===== src/hdl/afc_pkg.sv =====
// Package for the automatic receive flow control block: register map, fields, timing.
// Assumes a 40 MHz system clock and a 16 KB receive data FIFO.
package afc_pkg;

	// ==========================================================================
	// Register map
	// ==========================================================================
	localparam logic [7:0]  FLOW_CTRL_CONFIG_OFS = 8'hac;  // Flow control configuration register.
	localparam logic [7:0]  FLOW_CTRL_STATUS_OFS = 8'hc0;  // Read-only status of the block.
	localparam logic [31:0] FLOW_CTRL_CONFIG_RST = 32'h0000_0000;  // All fields clear after reset.
	localparam logic [31:0] CONFIG_WRITE_MASK    = 32'h00ff_ffff;  // Bits 31:24 are reserved.

	// ==========================================================================
	// Field positions of the configuration register
	// ==========================================================================
	localparam int HIGH_THR_LSB   = 16;  // Pause high threshold, 64-byte units.
	localparam int LOW_THR_LSB    = 8;   // Resume low threshold, 64-byte units.
	localparam int BP_LEN_LSB     = 4;   // Back-pressure length code.
	localparam int MCAST_EN_BIT   = 3;   // Multicast trigger enable.
	localparam int BCAST_EN_BIT   = 2;   // Broadcast trigger enable.
	localparam int OWNADDR_EN_BIT = 1;   // Own-address trigger enable.
	localparam int ANY_EN_BIT     = 0;   // Any-frame trigger enable.

	// Field positions of the status register.
	localparam int ST_LEVEL_BIT = 0;  // High threshold reached.
	localparam int ST_BELOW_BIT = 1;  // Fill below low threshold.
	localparam int ST_BP_BIT    = 2;  // Back pressure being applied.
	localparam int ST_HELD_BIT  = 3;  // Partner paused, waiting to resume.

	// ==========================================================================
	// Sizes and timing
	// ==========================================================================
	localparam int FILL_W       = 14;  // Byte count width of the receive data FIFO.
	localparam int UNIT_SHIFT   = 6;   // Threshold unit is 64 bytes.
	localparam int BP_CNT_W     = 15;  // Wide enough for the longest back-pressure time.
	localparam int CLK_PERIOD_NS = 25; // System clock period.

	// Back-pressure times in ns, indexed by the length code, for each line rate.
	localparam int BP_NS_100M [16] = '{5000, 10000, 15000, 25000, 50000, 100000, 150000, 200000,
		250000, 300000, 350000, 400000, 450000, 500000, 550000, 600000};
	localparam int BP_NS_10M [16] = '{7200, 12200, 17200, 27200, 52200, 102200, 152200, 202200,
		252200, 302200, 352200, 402200, 452200, 502200, 552200, 602200};

	// Pause controller states.
	typedef enum logic [3:0] {
		PS_IDLE   = 4'b0001,  // No pause outstanding.
		PS_PAUSE  = 4'b0010,  // Pause frame requested, waiting for the MAC.
		PS_HELD   = 4'b0100,  // Pause sent, waiting for the fill to drop.
		PS_RESUME = 4'b1000   // Zero-time pause requested, waiting for the MAC.
	} afc_pause_state_t;

	// Back-pressure time in clock cycles; a least time, so it rounds up, then the divider shortens it.
	function automatic logic [BP_CNT_W-1:0] afc_bp_cycles(input logic [3:0] code, input logic fast,
		input int div);
		int ns;
		int cyc;
		ns  = fast ? BP_NS_100M[code] : BP_NS_10M[code];
		cyc = ((ns + CLK_PERIOD_NS - 1) / CLK_PERIOD_NS) / div;
		if (cyc < 1) begin
			cyc = 1;
		end
		return cyc[BP_CNT_W-1:0];
	endfunction

endpackage


===== src/hdl/afc_level_cmp.sv =====
// Registered comparison of the receive FIFO byte count against a threshold in 64-byte units.
// Assumes the byte count is produced on the same clock.
`timescale 1ns/1ps
module afc_level_cmp import afc_pkg::*; #(
	parameter bit BELOW = 1'b0  // 0: flag fill at or above, 1: flag fill strictly below.
) (
	input  wire logic              ref_clk,     // System clock.
	input  wire logic              rst,         // Asynchronous reset, active high.
	input  wire logic [FILL_W-1:0] fillBytes,   // Current receive FIFO byte count.
	input  wire logic [7:0]        thrUnits,    // Threshold in 64-byte units.
	output logic                   hit          // Registered comparison result.
);

	// Threshold scaled to bytes; 255 units still fit the count width.
	logic [FILL_W-1:0] thrBytes;  // Threshold in bytes.
	assign thrBytes = {thrUnits, {UNIT_SHIFT{1'b0}}};

	// The compare is registered so the long carry chain never reaches the controller directly.
	always_ff @(posedge ref_clk or posedge rst) begin
		if (rst) begin
			hit <= 1'b0;
		end else begin
			hit <= BELOW ? (fillBytes < thrBytes) : (fillBytes >= thrBytes);
		end
	end

endmodule


===== src/hdl/afc_flow_ctrl.sv =====
// Automatic receive flow control: pause frames in full duplex, back pressure in half duplex.
// Assumes an APB master on the system clock and MAC signals generated on the same clock.
//
// Notes on behaviour
// - No pause or back pressure while transmitter off.
// - High threshold bits 23:16, 64-byte units.
// - Full duplex: one pause at high level.
// - Half duplex: jam matching frames for set length.
// - Low threshold bits 15:8; below it, zero pause.
// - Zero pause only after an earlier high pause.
// - Code bits 7:4 select back-pressure time.
// - Multicast, broadcast, own-address triggers, half duplex.
// - Any-frame bit overrides others, enables pause.
`timescale 1ns/1ps
module afc_flow_ctrl import afc_pkg::*; #(
	parameter int BP_DIV = 1  // Divides back-pressure counts; keep 1 in silicon.
) (
	input  wire logic              ref_clk,        // System clock, 40 MHz.
	input  wire logic              rst,            // Asynchronous reset, active high.
	input  wire logic [7:0]        paddr,          // APB byte address.
	input  wire logic              psel,           // APB select.
	input  wire logic              penable,        // APB access phase.
	input  wire logic              pwrite,         // APB write when high.
	input  wire logic [31:0]       pwdata,         // APB write data.
	output logic      [31:0]       prdata,         // APB read data.
	output logic                   pready,         // APB ready, always high.
	output logic                   pslverr,        // APB error on an unmapped address.
	input  wire logic [FILL_W-1:0] rxFifoBytes,    // Receive data FIFO fill in bytes.
	input  wire logic              txEnabled,      // Transmitter enabled.
	input  wire logic              fullDuplex,     // Link is full duplex.
	input  wire logic              speed100,       // Link runs at 100 Mb/s.
	input  wire logic [15:0]       pauseTimeValue, // Pause time from the MAC flow register.
	input  wire logic              rxPreamble,     // Pulse: valid preamble seen.
	input  wire logic              rxAddrValid,    // Pulse: destination address decoded.
	input  wire logic              rxMulticast,    // Decoded frame is multicast.
	input  wire logic              rxBroadcast,    // Decoded frame is broadcast.
	input  wire logic              rxOwnAddr,      // Decoded frame is for this station.
	input  wire logic              pauseAck,       // Pulse: MAC has taken the pause request.
	output logic                   pauseReq,       // Pause frame request, held until acknowledged.
	output logic      [15:0]       pauseTime,      // Pause time for the requested frame.
	output logic                   backpressure    // Jam the medium while high.
);

	// ==========================================================================
	// Register file
	// ==========================================================================
	logic [31:0]      flowCtrlConfig;  // Configuration register.
	logic             levelReached;    // Fill at or above the high threshold.
	logic             belowLow;        // Fill below the low threshold.
	afc_pause_state_t pauseState;      // Pause controller state.
	afc_pause_state_t next_pauseState; // Next pause controller state.
	logic [BP_CNT_W-1:0] bpCount;      // Remaining back-pressure cycles.
	logic             wrStrobe;        // Write access phase.
	logic             hitCfg;          // Address is the configuration register.
	logic             hitStat;         // Address is the status register.

	assign hitCfg   = (paddr == FLOW_CTRL_CONFIG_OFS);
	assign hitStat  = (paddr == FLOW_CTRL_STATUS_OFS);
	assign wrStrobe = psel & penable & pwrite;
	assign pready   = 1'b1;  // Zero wait states; every access ends at its first access edge.
	assign pslverr  = psel & penable & ~(hitCfg | hitStat);

	// Configuration writes land at the access edge; reserved bits stay zero.
	always_ff @(posedge ref_clk or posedge rst) begin
		if (rst) begin
			flowCtrlConfig <= FLOW_CTRL_CONFIG_RST;
		end else if (wrStrobe && hitCfg) begin
			flowCtrlConfig <= pwdata & CONFIG_WRITE_MASK;
		end
	end

	// Read data is combinational from registers; unmapped addresses read zero.
	always_comb begin
		prdata = 32'h0000_0000;
		if (hitCfg) begin
			prdata = flowCtrlConfig;
		end else if (hitStat) begin
			prdata[ST_LEVEL_BIT] = levelReached;
			prdata[ST_BELOW_BIT] = belowLow;
			prdata[ST_BP_BIT]    = backpressure;
			prdata[ST_HELD_BIT]  = (pauseState == PS_HELD);
		end
	end

	// Field views of the configuration.
	logic [7:0] pauseHighThreshold;  // High threshold in 64-byte units.
	logic [7:0] resumeLowThreshold;  // Low threshold in 64-byte units.
	logic [3:0] backpressureLength;  // Back-pressure length code.
	logic       anyFrameTriggerEn;   // Any-frame trigger and full-duplex pause enable.
	logic       matchTrigger;        // Decoded frame matches an enabled class.

	assign pauseHighThreshold = flowCtrlConfig[HIGH_THR_LSB +: 8];
	assign resumeLowThreshold = flowCtrlConfig[LOW_THR_LSB +: 8];
	assign backpressureLength = flowCtrlConfig[BP_LEN_LSB +: 4];
	assign anyFrameTriggerEn  = flowCtrlConfig[ANY_EN_BIT];
	// The any-frame bit takes over, so class matches count only when it is clear.
	assign matchTrigger = ~anyFrameTriggerEn & ((rxMulticast & flowCtrlConfig[MCAST_EN_BIT])
		| (rxBroadcast & flowCtrlConfig[BCAST_EN_BIT]) | (rxOwnAddr & flowCtrlConfig[OWNADDR_EN_BIT]));

	// ==========================================================================
	// Level detection
	// ==========================================================================
	afc_level_cmp #(.BELOW(1'b0)) highCmp (
		.ref_clk  (ref_clk),
		.rst      (rst),
		.fillBytes(rxFifoBytes),
		.thrUnits (pauseHighThreshold),
		.hit      (levelReached)
	);

	afc_level_cmp #(.BELOW(1'b1)) lowCmp (
		.ref_clk  (ref_clk),
		.rst      (rst),
		.fillBytes(rxFifoBytes),
		.thrUnits (resumeLowThreshold),
		.hit      (belowLow)
	);

	// ==========================================================================
	// Full-duplex pause controller
	// ==========================================================================
	// A request waits while the transmitter is off rather than being dropped, so the partner
	// still learns of the congestion once transmission resumes.
	always_comb begin
		next_pauseState = pauseState;
		unique case (pauseState)
			PS_IDLE: begin
				if (fullDuplex && anyFrameTriggerEn && levelReached) begin
					next_pauseState = PS_PAUSE;
				end
			end
			PS_PAUSE: begin
				if (pauseAck && txEnabled) begin
					next_pauseState = PS_HELD;
				end
			end
			PS_HELD: begin
				if (anyFrameTriggerEn && belowLow) begin
					next_pauseState = PS_RESUME;
				end
			end
			PS_RESUME: begin
				if (pauseAck && txEnabled) begin
					next_pauseState = PS_IDLE;
				end
			end
			default: begin
				next_pauseState = PS_IDLE;  // Recover from an illegal code.
			end
		endcase
	end

	// State register.
	always_ff @(posedge ref_clk or posedge rst) begin
		if (rst) begin
			pauseState <= PS_IDLE;
		end else begin
			pauseState <= next_pauseState;
		end
	end

	// Pause time is latched on entering a sending state, so it stays stable under the request.
	always_ff @(posedge ref_clk or posedge rst) begin
		if (rst) begin
			pauseTime <= 16'h0000;
		end else if (pauseState == PS_IDLE && next_pauseState == PS_PAUSE) begin
			pauseTime <= pauseTimeValue;
		end else if (pauseState == PS_HELD && next_pauseState == PS_RESUME) begin
			pauseTime <= 16'h0000;
		end
	end

	assign pauseReq = txEnabled & ((pauseState == PS_PAUSE) | (pauseState == PS_RESUME));

	// ==========================================================================
	// Half-duplex back pressure
	// ==========================================================================
	logic bpStart;  // Start jamming from the next cycle.
	assign bpStart = txEnabled & ~fullDuplex & levelReached
		& ((anyFrameTriggerEn & rxPreamble) | (rxAddrValid & matchTrigger));

	// Each trigger reloads the full length; a disabled transmitter cancels the jam at once.
	always_ff @(posedge ref_clk or posedge rst) begin
		if (rst) begin
			bpCount <= '0;
		end else if (!txEnabled || fullDuplex) begin
			bpCount <= '0;
		end else if (bpStart) begin
			bpCount <= afc_bp_cycles(backpressureLength, speed100, BP_DIV);
		end else if (bpCount != '0) begin
			bpCount <= bpCount - 1'b1;
		end
	end

	assign backpressure = (bpCount != '0) & txEnabled;
endmodule


===== config.mk =====
export PLATFORM = sky130hd
export DESIGN_NAME = afc_flow_ctrl
export DESIGN_NICKNAME = d
export VERILOG_FILES = /design/src/hdl/afc_pkg.sv /design/src/hdl/afc_level_cmp.sv /design/src/hdl/afc_flow_ctrl.sv
export SDC_FILE = /design/constraint.sdc
export NUM_CORES = 1
export LEC_CHECK = 0
export ABC_AREA = 1
export BUFFER_PORTS_ARGS = -buffer_cell sky130_fd_sc_hd__buf_2
export CORE_ASPECT_RATIO = 0.8
export CORE_MARGIN = 8
export CORE_UTILIZATION = 30
export CTS_BUF_LIST = sky130_fd_sc_hd__clkbuf_2
export CTS_CLUSTER_SIZE = 30
export DETAILED_ROUTE_END_ITERATION = 12
export GPL_ROUTABILITY_DRIVEN = 0
export HOLD_SLACK_MARGIN = 0.12
export PLACE_DENSITY = 0.5
export RECOVER_POWER = 25
export SYNTH_ARGS = -nofsm -noshare
export SYNTH_HDL_FRONTEND = slang
export SYNTH_SLANG_ARGS = --single-unit

===== constraint.sdc =====
create_clock -name ref_clk -period 16.9 [get_ports ref_clk]
set_input_delay 3.38 -clock ref_clk [delete_from_list [all_inputs] [get_ports ref_clk]]
set_output_delay 3.38 -clock ref_clk [all_outputs]
set_load 0.005 [all_outputs]

Yosys cells after proc, flatten, opt, wreduce, memory -nomap -nowiden

Memories as Yosys holds them, arrays and structs flattened.
Index checks and enable logic that the tools add are counted.

Register bits: 61
Latch bits: 0
RAM bits: 0
Bits in read-only memories: 1024
Input port bits: 84
Memories: 2

Add/subtract/negate cells: 3
Multiply operators: 0
Divide/modulo/power cells: 1
Order comparisons: 4
Eq/ne operators: 8
Shifts and indexed selects: 0
Muxes and demuxes: 19
Bitwise logic cells: 23
Reduce and logical (&&, ||, !) cells: 12

Memories:

| name             | words | bits a word | read ports | clocked after memory_dff | write ports | line          | text |
|---|---|---|---|---|---|---|---|
| (name not given) | 16    | 32          | 1          | 0                        | 0           | afc_pkg.sv:57 | `ns = fast ? BP_NS_100M[code] : BP_NS_10M[code];` |
| (name not given) | 16    | 32          | 1          | 0                        | 0           | afc_pkg.sv:57 |  |

Operators with widths:

| cell                                                                          | number |
|---|---|
| 32-bit 2-to-1 mux                                                             | 5 |
| 15-bit 2-to-1 mux                                                             | 4 |
| 32-bit by 6-bit adder with 32-bit output, second input constant               | 1 |
| 32-bit by 6-bit divider with 32-bit output, second input constant             | 1 |
| 32-bit by 2-bit less-than comparator with 1-bit output, second input constant | 1 |
| 16-bit 2-to-1 mux                                                             | 2 |
| 32-bit by 2-bit subtractor with 32-bit output, second input constant          | 1 |
| 4-bit 2-to-1 mux                                                              | 6 |
| 20-bit 2-to-1 mux                                                             | 1 |
| 8-bit == test, second input constant                                          | 2 |
| 4-bit one-hot mux with 4 select lines                                         | 1 |
| 15-bit nonzero test                                                           | 1 |
| 15-bit by 1-bit subtractor with 15-bit output, second input constant          | 1 |
| 1-bit bitwise AND                                                             | 14 |
| 14-bit >= comparator                                                          | 1 |
| 14-bit less-than comparator                                                   | 1 |
| 4-bit by 2-bit == test with 1-bit output, second input constant               | 2 |
| 4-bit == test, second input constant                                          | 2 |
| 1-bit logical AND                                                             | 7 |
| 5-bit >= comparator, second input constant                                    | 1 |
| 4-bit inverter with 5-bit output                                              | 1 |
| 1-bit bitwise OR                                                              | 5 |
| 4-bit by 1-bit == test with 1-bit output, second input constant               | 1 |
| 4-bit by 3-bit == test with 1-bit output, second input constant               | 1 |
| other kinds (5)                                                               | 7 |

Logic depth before layout (Yosys ltp)

Depth after elaboration: 12
Depth in mapped cells: 118

Cells and area by module

From an unflattened synthesis, not the netlist that was laid out.

Cells, all modules: 1642
Area, all modules: 9799.4 µm²

Modules (own cells, without submodules):

| module                   | times used | cells an instance | area an instance (µm²) | sequential area each (µm²) |
|---|---|---|---|---|
| afc_flow_ctrl            | 1          | 1559              | 9291.4                 | 1477.7 |
| afc_level_cmp at highCmp | 1          | 50                | 295.3                  | 25.0 |
| afc_level_cmp at lowCmp  | 1          | 33                | 212.7                  | 25.0 |

Least setup slack after synthesis

Ideal clock, no wire load.

Kind: input to register
From: input port speed100
To: register bpCount[0]
Library setup time: 117 ps
Arrival time: 14229 ps
Required time: 16783 ps
Slack: 2554 ps
Stages on the path: 103
Buffers on the path: 10
Path through: buf_4 nor2_2 nand3_1 nand2_4 inv_1 ha_1 nor2_1 inv_1 nor2_1 nand2_2 nor2_2 nand2_1 nor2_2 nand2_1 nand2_1 nand2_2 nand3_2 nand2_2 (+67 left out) nand3_4 buf_8 inv_1 ha_1 inv_1 o21ai_1 nand2_2 nand3_4 inv_2 ha_1 nand3_1 nand2_1 nor2_1 nand2_1 o21ai_1 nand4_1 nand2_1 nand2_1

Cells in the longest elaborated chain, start to end: 8

Ends and longest elaborated chain:

| item                                                   | line                 | text |
|---|---|---|
| start: declaration                                     | afc_flow_ctrl.sv:31  | `input wire logic speed100,` |
| 32-bit 2-to-1 mux (*)                                  | afc_pkg.sv:57        |  |
| 32-bit by 6-bit adder with 32-bit output (*)           | afc_pkg.sv:58        | `cyc = ((ns + CLK_PERIOD_NS - 1) / CLK_PERIOD_NS) / div;` |
| 32-bit by 2-bit subtractor with 32-bit output (*)      | afc_pkg.sv:58        |  |
| 32-bit by 6-bit divider with 32-bit output (*)         | afc_pkg.sv:58        |  |
| 32-bit by 2-bit less-than comparator with 1-bit output | afc_pkg.sv:59        | `if (cyc < 1) begin` |
| 15-bit 2-to-1 mux (*)                                  | afc_pkg.sv:59        |  |
| 15-bit 2-to-1 mux (*)                                  | afc_flow_ctrl.sv:188 | `end else if (bpStart) begin` |
| 15-bit 2-to-1 mux (*)                                  | afc_flow_ctrl.sv:186 | `end else if (!txEnabled \|\| fullDuplex) begin` |
| end signal: assignment                                 | afc_flow_ctrl.sv:189 | `bpCount <= afc_bp_cycles(backpressureLength, speed100, BP_DIV);` |
| end signal: assignment                                 | afc_flow_ctrl.sv:191 | `bpCount <= bpCount - 1'b1;` |
| end: declaration                                       | afc_flow_ctrl.sv:52  | `logic [BP_CNT_W-1:0] bpCount;` |

Mark *: on every way between the ends. The rest lies on a longest branch, timed or not.
A chain may end at the register's enable or synchronous reset.

Worst setup path after layout

Same ends and word-level chain as after synthesis.

==> results.md <==
- The die span in x is 224.6 um.
- Of the total power, registers draw 0.058.
- For this run, the register share of the synthesized area comes to 0.1462.
- The root buffer cell chosen for the clock tree is clkbuf_2.
- The number of buffers created by CTS is 9.
- In the final layout, the share of cells above drive strength 1 is 0.2912.
- In this design, the largest share of critical-path delay is due to simple AND/OR/NAND/NOR gates.
- The delay of the slowest critical-path stage is 0.30 ns.
- The placeable core region is 0.03450 mm2.
- The minimum hold slack is 0.5305 ns.
- The longest clock path from root to sink contains 2 buffers.
- Of all cell types, the one taking the most synthesized area is nand2_1.
- The number of sinks driven by the clock tree is 61.
- The critical path is of the input port to flop type.
- The post-place setup slack is 0.1729 ns.
- The checks that failed: capacitance limit, slew limit.
- The cell area that synthesis handed to floorplanning was 0.01045 mm2.
- In the routed layout, each cell is associated on average with a via count of 4.695.
- The most common cell in the synthesized netlist is nand2_1.
- The flow ran to the end, but the final reports show violations.
- TritonCTS built the clock tree.
- Of the total power, the share spent switching nets is 0.5636.
- The final clock period utilization by the worst path is 0.9252.
- The area growth from synthesis to layout is 15.76%.
- Entering global routing, the biggest net connects 62 pins.
- The floorplan has 61 rows.
- After global routing the overflow that remains totals 0.
- The share of flip-flops with an asynchronous set or reset is 1.000.
- The first routing iteration left 650 violations.
- The combinational share of power is 0.899.
- Setup violations remaining at the end of the flow were counted as 0.
- The worst relative slew slack is -1.217.
- From bottom edge to top edge, the die measures 182.9 um.
- The leakage component of the power is 6.514 nW.
- The number of global-route vias before repair is 10270.
- The dominant synthesized flop cell is dfrtp_1.
- The fraction of post-synthesis cell area in the top cell type by area is 0.1581.
- In this run the power spent charging and discharging nets is 0.001588 W.
- The number of fill cells is 3848.
- After technology mapping, the gate count stands at 1676.
- The ratio of total power to cell area is 233.0 mW/mm2.
- The met1 routing resource usage after global routing is 0.2098.
- The peak ir drop on the vdd network is 0.2308 mV.
- The startpoint type of the worst setup path is an input port.
- The global-route usage over all layers is 0.1434.
- The average instance area after synthesis is 6.233 um2.
- The detailed placer's ending HPWL is 24460 um.
- After the last flow step, the layout net total stands at 1966.
- Clock skew on the completed layout was measured at 0.02440 ns.
- The clock reaches the later pin of the worst-skew pair after 0.49 ns.
- Summing over every cut layer, the via total after detailed routing is 10920.
- The number of gates on the worst path with buffers counted is 100.
- The synthesized design contains 0 enable-type register cells.
- The critical path contains buffers and inverters numbering 17 combined.
- The met2 routing resource usage after global routing is 0.2216.
- Across the run, the number of max-cap violations was 1.
- The count of unresolved DRC violations after routing is 0.
- The maximum level of the CTS H-tree is 3.
- With fillers left out, the area of the finished cells amounts to 0.01209 mm2.
- The data arrival time at the worst-slack endpoint is 16.02 ns.
- In this run the cell area measured after placement is 0.01171 mm2.
- The worst hold path belongs to the class flop to flop.
- The highest achievable clock rate is 63.95 MHz.
- The cell-internal power is 0.001230 W.
- After layout, the minimum clock period comes to 15.64 ns.
- The worst path meets setup with 1.263 ns of slack.
- The initial standard-cell utilization of the core is 0.3028.
- STA classifies the critical path endpoint as a flop.
- By area the synthesized netlist is led by nand2_1 (16%), dfrtp_1 (14%), nand3_1 (8.8%).
- The cell type of the slowest stage on the worst timing path is o21ai_4.
- The share of total power dissipated in the clock network is 0.043.
- STA puts the critical path data required time at 17.29 ns.
- The first global-routing pass estimated 50510 um of wire.
- The logic depth of the worst register-to-register path is 101.
- The internal reg-to-reg setup slack is 2.93 ns.
- The number of synthesis warnings is 0.
- The global routing stage identified its most utilized layer as met2.
- In the synthesized netlist, the cells that appear most often are nand2_1 (440), inv_1 (203), nand3_1 (184).
- Counting instances, the worst hold path has a depth of 1.
- Clock-pin slew was measured on the worst setup and hold paths at 0.16 ns.
- The initial antenna violation count is 3.
- Dividing the detail-routed wire length by the instance count gives 12.90 um.
- The routed wire length is 30000 um.
- Buffers placed on the I/O ports in this run total 118.
- The number of search-and-repair iterations in the first detailed-routing pass is 5.
- The number of endpoints with negative hold slack in the final report is 0.
- The number of max-slew violations in the final report is 62.
- The die covers 0.04109 mm2.
- Synthesis inferred 61 register bits.
- Synthesis instantiated 62 different standard cells from the library.
- The most frequent cell on the critical path is nand2_1.
- The I/O pin count is 136.
- The biggest fanout along the worst timing path is 13.
- The met3 track demand over resource in global routing is 0.02346.
- The detail route stage leaves a number of antenna-violating nets equal to 0.
- The actual transition at the worst max-transition pin is 3.326 ns.
## layout by cell type (no fill, tap or decap), types with 24 or more instances in the layout
cell     count
a21oi_1     30
buf_2      116
buf_4       72
dfrtp_1     60
ha_1        36
inv_1      203
inv_2       39
mux2_2      24
nand2_1    440
nand2_2    104
nand2_4     33
nand3_1    184
nand3_2     34
nand4_1     57
nor2_1     136
nor2_2      29
o21ai_0     48
## stage by stage
stage | TNS (ns) | power (W) | cells | util
after floorplan | 0 | 0.001930 | 1683 | -
after global placement | 0 | 0.002636 | 2288 | 0.3393
after detailed placement | 0 | 0.002654 | 2288 | 0.3393
after CTS | 0 | 0.002793 | 2304 | 0.3439
after global routing | -0.009202 | 0.003131 | 2324 | 0.3505
final | 0 | 0.002818 | 2325 | 0.3505
## cell type report
type                       count  area, um2  area share
timing repair buffer         194       1176     0.09726
tap                          472      590.6     0.04884
antenna                        2      5.005   0.0004139
multi-input combinational   1326       7661      0.6335
clock buffer                   9      45.04    0.003725
clock inverter                 7      113.9    0.009415
inverter                     254      973.4     0.08050
sequential                    61       1528      0.1263
## final timing paths
path,from,end
worst max-delay path,speed100,bpCount[0]$_DFFE_PP0P_
worst min-delay path,flowCtrlConfig[23]$_DFFE_PP0P_,flowCtrlConfig[23]$_DFFE_PP0P_
worst max register to register,flowCtrlConfig[6]$_DFFE_PP0P_,bpCount[0]$_DFFE_PP0P_
worst min register to register,flowCtrlConfig[23]$_DFFE_PP0P_,flowCtrlConfig[23]$_DFFE_PP0P_
max in group asynchronous,rst,bpCount[4]$_DFFE_PP0P_
min in group asynchronous,rst,pauseTime[0]$_DFFE_PP0P_
## cells by family after synthesis
family          count (synthesis)  share of synthesized area
simple gates                 1095                     0.5513
buf+inv                       296                     0.1291
compound gates                133                    0.07929
xor+xnor                       29                    0.02431
mux                            24                    0.02587
fa+ha+maj                      36                    0.04312
other cells                     2                  0.0007189
flops                          61                     0.1462
## registers in the layout (all words and copies together) (netlist names)
name	cells
highCmp.hit	1
flowCtrlConfig	24
pauseState	4
pauseTime	16
bpCount	15
lowCmp.hit	1
## worst register-to-register path, delay by kind of cell (launching register included)
family / cells / cell delay [ns]
buffers and inverters: 16 / 1.95
and+or+nand+nor: 76 / 8.98
adders and majority gates: 3 / 0.69
AOI/OAI and AO/OA: 6 / 1.25
DFF: 1 / 0.97
## routing by layer
metal  share of wire  up-vias
met3           0.056       17
met5         0.00090        -
met1            0.52     4923
li1                -     5735
met4          0.0051        4
met2            0.42      237
## power groups by stage
stage | sequential [W] | combinational [W] | clock (W)
after detailed placement | 0.000165 | 0.00249 | 0
after global placement | 0.000165 | 0.00247 | 0
after CTS | 0.000162 | 0.00250 | 0.000126
after floorplan | 0.000163 | 0.00177 | 0
final | 0.000163 | 0.00253 | 0.000121
after global routing | 0.000164 | 0.00284 | 0.000131
## timing repair
action | 4_1_cts | 5_1_grt
resized for setup | 0 | 13
hold buffers | 0 | 0
setup buffers | 0 | 18
endpoints found under the setup margin | 0 | 2
No activity file was read; power rests on OpenSTA's default activity.
